===== config.mk =====
export PLATFORM = sky130hd
export DESIGN_NAME = rps_status_two
export DESIGN_NICKNAME = d
export VERILOG_FILES = /design/src/verilog/rps_status_two.v
export VERILOG_INCLUDE_DIRS = /design/src /design/src/shared
export SDC_FILE = /design/constraint.sdc
export NUM_CORES = 1
export LEC_CHECK = 0
export ABC_AREA = 1
export BUFFER_PORTS_ARGS = -buffer_cell sky130_fd_sc_hd__buf_2
export CAP_MARGIN = 20
export CORE_UTILIZATION = 44
export DETAILED_ROUTE_END_ITERATION = 16
export PLACE_DENSITY = 0.71
export SLEW_MARGIN = 40
export SYNTH_ARGS = -nofsm -noshare
export SYNTH_HDL_FRONTEND = slang
export SYNTH_SLANG_ARGS = --single-unit

===== constraint.sdc =====
create_clock -name i_clk -period 1.7 [get_ports i_clk]
set_input_delay 0 -clock i_clk [delete_from_list [all_inputs] [get_ports i_clk]]
set_output_delay 0 -clock i_clk [all_outputs]
set_load 0.02 [all_outputs]

===== src/shared/rps_map.vh =====
// register offsets, field positions and reset values for the receive-port status flags
// assumes it is included by bare name from the design file
// Function
// - bit 7 sticks when a past frame had unsteady row width; read clears it
// - row width steady only if every row of the frame has equal length
// - bit 6 reports row width change; read clears it
// - bit 5 sticks on link coding fault; read clears it
// - coding faults flagged only with fault counting on and limit above 1
// - bit 4 sticks on packet fifo overflow; read clears it
// - bit 3 live camera receive error summary; read does not clear it
// - bit 1 live link clock missing, also when rate below low limit
// - bit 0 reports row count change; read clears it
// - one copy per receive port; port-select register picks which copy is reached
`ifndef RPS_MAP_VH
`define RPS_MAP_VH

// ============================================================
// offsets
`define RPS_OFF_PORT_SEL      8'h4c
`define RPS_OFF_STATUS_TWO    8'h4e

// ============================================================
// field positions of rx_port_status_two
`define RPS_BIT_ROW_UNSTEADY  7
`define RPS_BIT_ROW_WIDTH_CHG 6
`define RPS_BIT_CODING_FAULT  5
`define RPS_BIT_FIFO_OVF      4
`define RPS_BIT_CAMERA_ERR    3
`define RPS_BIT_RATE_SETTLED  2
`define RPS_BIT_CLK_MISSING   1
`define RPS_BIT_ROW_COUNT_CHG 0

// ============================================================
// reset values and limits
`define RPS_RST_STATUS_TWO    8'h00
`define RPS_RST_PORT_SEL      8'h00
`define RPS_FAULT_LIMIT_MIN   3'h1

`endif


===== src/verilog/rps_status_two.v =====
// per-receive-port status flags with clear-on-read and port-select register
// assumes a serial control slave presents byte reads/writes as one-cycle strobes
`timescale 1ns/1ps
`default_nettype none
`include "rps_map.vh"

module rps_status_two #(
	parameter N_PORTS = 4,
	parameter SEL_W   = 2,
	parameter LEN_W   = 16,
	parameter CNT_W   = 16,
	parameter FREQ_W  = 16
) (
	// clock and reset
	input  wire                      i_clk,
	input  wire                      i_srst,
	// register port
	input  wire [7:0]                i_reg_addr,
	input  wire                      i_reg_wr,
	input  wire [7:0]                i_reg_wdata,
	input  wire                      i_reg_rd,
	output reg  [7:0]                o_reg_rdata,
	// video timing per port
	input  wire [N_PORTS-1:0]        i_row_end,
	input  wire [N_PORTS*LEN_W-1:0]  i_row_len,
	input  wire [N_PORTS-1:0]        i_frame_end,
	// link events per port
	input  wire [N_PORTS-1:0]        i_coding_fault,
	input  wire [N_PORTS-1:0]        i_fifo_overflow,
	input  wire [N_PORTS-1:0]        i_camera_rx_err,
	input  wire [N_PORTS-1:0]        i_rate_settled,
	input  wire [N_PORTS-1:0]        i_clk_absent,
	input  wire [N_PORTS*FREQ_W-1:0] i_rate_measured,
	// shared configuration
	input  wire [FREQ_W-1:0]         i_rate_low_limit,
	input  wire                      i_link_fault_count_en,
	input  wire [2:0]                i_link_fault_limit
);

	// ============================================================
	// port select and read strobes
	reg  [7:0]           port_sel_reg;
	wire [SEL_W-1:0]     rd_port;
	wire                 rd_status;
	wire                 coding_ok;
	wire [N_PORTS*8-1:0] stat_bus;

	assign rd_port   = port_sel_reg[SEL_W-1:0];
	assign rd_status = i_reg_rd && (i_reg_addr == `RPS_OFF_STATUS_TWO);
	// without counting, lock loss masks the fault before it can be seen
	assign coding_ok = i_link_fault_count_en
		&& (i_link_fault_limit > `RPS_FAULT_LIMIT_MIN);

	always @(posedge i_clk) begin
		if (i_srst) begin
			port_sel_reg <= `RPS_RST_PORT_SEL;
		end else if (i_reg_wr && (i_reg_addr == `RPS_OFF_PORT_SEL)) begin
			port_sel_reg <= i_reg_wdata;
		end
	end

	// ============================================================
	// per-port tracking
	genvar p;
	generate
		for (p = 0; p < N_PORTS; p = p + 1) begin : g_port
			reg  [LEN_W-1:0] first_len_reg;
			reg  [LEN_W-1:0] prev_len_reg;
			reg  [CNT_W-1:0] row_cnt_reg;
			reg  [CNT_W-1:0] prev_cnt_reg;
			reg              have_row_reg;
			reg              have_frame_reg;
			reg              uneven_reg;
			reg              unsteady_reg;
			reg              width_chg_reg;
			reg              fault_reg;
			reg              ovf_reg;
			reg              count_chg_reg;
			reg              unsteady_next;
			reg              width_chg_next;
			reg              fault_next;
			reg              ovf_next;
			reg              count_chg_next;
			wire [LEN_W-1:0] len;
			wire             clr;
			wire             uneven_now;
			wire             ev_unsteady;
			wire             ev_width;
			wire             ev_count;
			wire             ev_fault;
			wire             missing;

			assign len = i_row_len[p*LEN_W +: LEN_W];
			assign clr = rd_status && (rd_port == p);
			// any row unlike the first of its frame spoils the frame
			assign uneven_now = i_row_end[p] && have_row_reg
				&& (len != first_len_reg);
			assign ev_unsteady = i_frame_end[p] && (uneven_reg || uneven_now);
			assign ev_width = i_frame_end[p] && have_frame_reg && have_row_reg
				&& (first_len_reg != prev_len_reg);
			assign ev_count = i_frame_end[p] && have_frame_reg
				&& (row_cnt_reg != prev_cnt_reg);
			assign ev_fault = i_coding_fault[p] && coding_ok;
			assign missing = i_clk_absent[p]
				|| (i_rate_measured[p*FREQ_W +: FREQ_W] < i_rate_low_limit);

			always @(posedge i_clk) begin
				if (i_srst) begin
					first_len_reg  <= {LEN_W{1'b0}};
					prev_len_reg   <= {LEN_W{1'b0}};
					row_cnt_reg    <= {CNT_W{1'b0}};
					prev_cnt_reg   <= {CNT_W{1'b0}};
					have_row_reg   <= 1'b0;
					have_frame_reg <= 1'b0;
					uneven_reg     <= 1'b0;
				end else if (i_frame_end[p]) begin
					// a row end in the frame-end cycle joins neither frame's count
					prev_len_reg   <= first_len_reg;
					prev_cnt_reg   <= row_cnt_reg;
					have_frame_reg <= 1'b1;
					have_row_reg   <= 1'b0;
					uneven_reg     <= 1'b0;
					row_cnt_reg    <= {CNT_W{1'b0}};
				end else if (i_row_end[p]) begin
					if (!have_row_reg) begin
						first_len_reg <= len;
					end
					have_row_reg <= 1'b1;
					uneven_reg   <= uneven_reg || uneven_now;
					row_cnt_reg  <= row_cnt_reg + {{(CNT_W-1){1'b0}}, 1'b1};
				end
			end

			// clearing read first, events after it, so set wins and no event is lost
			always @* begin
				unsteady_next  = unsteady_reg;
				width_chg_next = width_chg_reg;
				fault_next     = fault_reg;
				ovf_next       = ovf_reg;
				count_chg_next = count_chg_reg;
				if (clr) begin
					unsteady_next  = 1'b0;
					width_chg_next = 1'b0;
					fault_next     = 1'b0;
					ovf_next       = 1'b0;
					count_chg_next = 1'b0;
				end
				if (ev_unsteady) begin
					unsteady_next = 1'b1;
				end
				if (ev_width) begin
					width_chg_next = 1'b1;
				end
				if (ev_fault) begin
					fault_next = 1'b1;
				end
				if (i_fifo_overflow[p]) begin
					ovf_next = 1'b1;
				end
				if (ev_count) begin
					count_chg_next = 1'b1;
				end
			end

			always @(posedge i_clk) begin
				if (i_srst) begin
					unsteady_reg  <= 1'b0;
					width_chg_reg <= 1'b0;
					fault_reg     <= 1'b0;
					ovf_reg       <= 1'b0;
					count_chg_reg <= 1'b0;
				end else begin
					unsteady_reg  <= unsteady_next;
					width_chg_reg <= width_chg_next;
					fault_reg     <= fault_next;
					ovf_reg       <= ovf_next;
					count_chg_reg <= count_chg_next;
				end
			end

			assign stat_bus[p*8 + `RPS_BIT_ROW_UNSTEADY]  = unsteady_reg;
			assign stat_bus[p*8 + `RPS_BIT_ROW_WIDTH_CHG] = width_chg_reg;
			assign stat_bus[p*8 + `RPS_BIT_CODING_FAULT]  = fault_reg;
			assign stat_bus[p*8 + `RPS_BIT_FIFO_OVF]      = ovf_reg;
			assign stat_bus[p*8 + `RPS_BIT_CAMERA_ERR]    = i_camera_rx_err[p];
			assign stat_bus[p*8 + `RPS_BIT_RATE_SETTLED]  = i_rate_settled[p];
			assign stat_bus[p*8 + `RPS_BIT_CLK_MISSING]   = missing;
			assign stat_bus[p*8 + `RPS_BIT_ROW_COUNT_CHG] = count_chg_reg;
		end
	endgenerate

	// ============================================================
	// read data, registered; the low SEL_W bits of port select pick the port, and a pick at or beyond N_PORTS reads zero
	reg [7:0] rdata_next;

	always @* begin
		rdata_next = 8'h00;
		case (i_reg_addr)
			`RPS_OFF_PORT_SEL: begin
				rdata_next = port_sel_reg;
			end
			`RPS_OFF_STATUS_TWO: begin
				if (rd_port < N_PORTS) begin
					rdata_next = stat_bus[rd_port*8 +: 8];
				end
			end
			default: begin
				rdata_next = 8'h00;
			end
		endcase
	end

	always @(posedge i_clk) begin
		if (i_srst) begin
			o_reg_rdata <= `RPS_RST_STATUS_TWO;
		end else if (i_reg_rd) begin
			o_reg_rdata <= rdata_next;
		end
	end

endmodule // rps_status_two

`default_nettype wire

==> flow_metrics.env <==
export IMPL_grt_usage=0.221
export IMPL_cp_max_fo=4
export IMPL_setup_ws_ps=34.9
export IMPL_area_growth_pct=26.6
export IMPL_synth_cell_types=40
export IMPL_grt_pass1_vias=13600
export IMPL_grt_max_degree=51
export IMPL_cts_reportedPaths_clkPinSlew_ps=60
export IMPL_cp_data_required_time_ps=2140
export IMPL_portBuffers=202
export IMPL_rsz0062_at_grt="true"
export IMPL_worstMarginPinSlew_ps=664
export IMPL_synth_async_reset_ratio=0
export IMPL_status="complete, no violations"
export IMPL_fmax_mhz=601
export IMPL_vias=14200
export IMPL_io_pins=204
export IMPL_synth_seq_cells=304
export IMPL_rr_worst_depth=11
export IMPL_holdWs_ps=22.5
export IMPL_power_leakage_nw=7.96
export IMPL_gp_congestion=0.935
export IMPL_cts_sinks=304
export IMPL_initial_core_util=0.448
export IMPL_endpoint_kind="flip-flop"
export IMPL_synth_area_leaders="dfxtp_1, o21ai_0, a21oi_1"
export IMPL_clock_root_buffer="clkbuf_16"
export IMPL_r2r_end="g_port[1].row_cnt_reg[13]"
export IMPL_max_slew_margin_rel=0.556
export IMPL_power_density_nw_per_um2=853
export IMPL_syn_num_nets=2284
export IMPL_dpl_worst_slack_ps=-7.86
export IMPL_dieArea_sq_um=34900
export IMPL_drt_iter0_markers=834
export IMPL_synth_top_cell_by_area="dfxtp_1"
export IMPL_nets=2608
export IMPL_fin_crit_sh=0.979
export IMPL_report_final_slew_viol_count=0
export IMPL_numCtsBuffers=30
export IMPL_synth_top_cell_area_share=0.405
export IMPL_crit_arrival_ps=2100
export IMPL_crit_end="g_port[1].row_cnt_reg[13]"
export IMPL_ir_drop_uv=798
export IMPL_drive_above_1_share=0.168
export IMPL_total_power_mw=16.2
export IMPL_die_h_um=187
export IMPL_grt_pass1_wl_um=65200
export IMPL_firstDrtPassIters=5
export IMPL_clockBufferDepth=3
export IMPL_wl_um=39500
export IMPL_hold_viol_final=0
export IMPL_remaining_drc_errors=0
export IMPL_worstSetupPathType="reg2reg"
export IMPL_skew_ps=8.52
export IMPL_ys_seq_area_frac=0.405
export IMPL_start_kind="flip-flop"
export IMPL_fin_crit_ps=1670
export IMPL_dp_hpwl_um=28500
export IMPL_ys_flop_type="dfxtp_1"
export IMPL_rrSetupSlack_ps=30
export IMPL_drv_cap=0
export IMPL_clk_latency_ps=550
export IMPL_synth_area_sq_um=15000
export IMPL_synth_warnings=0
export IMPL_synthesis_instances=2024
export IMPL_synth_area_per_cell_sq_um=7.42
export IMPL_cts_tree="built"
export IMPL_finalSetupViolations=0
export IMPL_gr_total_overflow=0
export IMPL_crit_start="g_port[1].row_cnt_reg[0]"
export IMPL_die_w_um=187
export IMPL_antenna_found_initial=3
export IMPL_routedWlPerCell_um=14.0
export IMPL_worstHoldPathType="in2reg"
export IMPL_postRouteAntennaNets=0
export IMPL_rows=67
export IMPL_routed_via_density=5.05
export IMPL_htree_levels=1
export IMPL_reg2reg_from="g_port[1].row_cnt_reg[0]"
export IMPL_synth_edf_count=0
export IMPL_core_sq_um=33500
==> layout by cell type, fill, tap and decap left out, types with 10 or more instances in the layout <==
cell type / count
xor2_1: 26
nand2_1: 283
buf_2: 202
o21a_1: 12
nor3_1: 35
ha_1: 62
a21oi_1: 218
inv_1: 178
buf_4: 41
nor2_1: 267
o21ai_0: 234
nor4_1: 13
xnor2_1: 113
dfxtp_4: 10
dlygate4sd3_1: 116
nand2_2: 10
or2_2: 23
nand4_1: 53
nand3_1: 45
clkbuf_16: 31
dfxtp_1: 286
nor2_4: 10
==> Yosys cell counts (23+ instances only) <==
library cell,n
ha_1,64
nand4_1,53
xor2_1,26
a21oi_1,219
or2_2,23
inv_1,183
nor2_1,272
o21ai_0,234
nand3_1,47
clkbuf_1,64
nor3_1,35
nand2_1,289
xnor2_1,113
dfxtp_1,304
==> layer usage <==
metal,global-route usage,vias up,share of wire
met5,0,-,0.00028
met4,0.0709,2,0.028
met3,0.0299,68,0.051
met2,0.386,369,0.48
met1,0.282,6460,0.44
li1,-,7342,-
==> where the power goes <==
part	total, mW	internal (mW)	switching (mW)
Sequential	7.70	7.44	0.262
Combinational	2.19	1.04	1.16
Clock	6.33	3.62	2.72
==> final cells by class <==
type | count | area (sq um)
Antenna cell | 2 | 5.00
Clock buffer | 45 | 898
Clock inverter | 7 | 41.3
Fill cell | 3011 | 14500
Inverter | 190 | 722
Multi-Input combinational cell | 1458 | 8090
Sequential cell | 304 | 6130
Tap cell | 448 | 561
Timing Repair Buffer | 364 | 2560
==> stage by stage <==
stage	cell area [sq um]	setup TNS (ps)	utilization	cells
CTS	18800	0	0.560	2809
global route	19000	-234	0.567	2818
finish	19000	0	0.567	2818
floorplan	15000	0	-	2024
global placement	16600	0	0.495	2637
detailed placement	16600	-7.86	0.495	2637
==> how the worst min path moves through the flow <==
stage / startpoint / to / slack (ps) / depth (start not counted)
2_1_floorplan: i_fifo_overflow[0] / g_port[0].ovf_reg / 120 / 2
3_3_place_gp: i_fifo_overflow[0] / g_port[0].ovf_reg / 210 / 3
3_5_place_dp: i_fifo_overflow[0] / g_port[0].ovf_reg / 230 / 3
4_1_cts: i_reg_addr[1] / o_reg_rdata[5] / 10 / 5
5_1_grt: i_reg_addr[1] / o_reg_rdata[5] / 50 / 5
6_report: i_reg_addr[1] / o_reg_rdata[4] / 20 / 5
==> what timing repair did <==
item,4_1_cts,5_1_grt
setup endpoints to repair,2,28
gates resized for setup,7,60
hold buffers,116,0
endpoints found under the hold margin,186,0
pin swaps,6,16
buffers inserted,4,7
==> critical path: stages (launching register included) <==
cell and delay (ps):
dfxtp_4 360, buf_6 100, nand2_4 50, nor2_4 120, nand2_2 80, nor2_4 120
nand2_2 80, nor2_4 160, nand4_4 140, nor2_4 120, a21oi_1 80, o21a_1 130
==> cell families (layout without fill, tap and decap cells) <==
family,count (synthesis),after routing,synth area share
and+or+nand+nor,772,772,0.229
AOI/OAI and AO/OA,483,483,0.165
DFF,304,304,0.405
buffers and inverters,262,606,0.0665
xor gates and xnor gates,139,139,0.0810
adders and majority gates,64,64,0.0533
other,0,2,0
(Power assumes the default switching activity.)
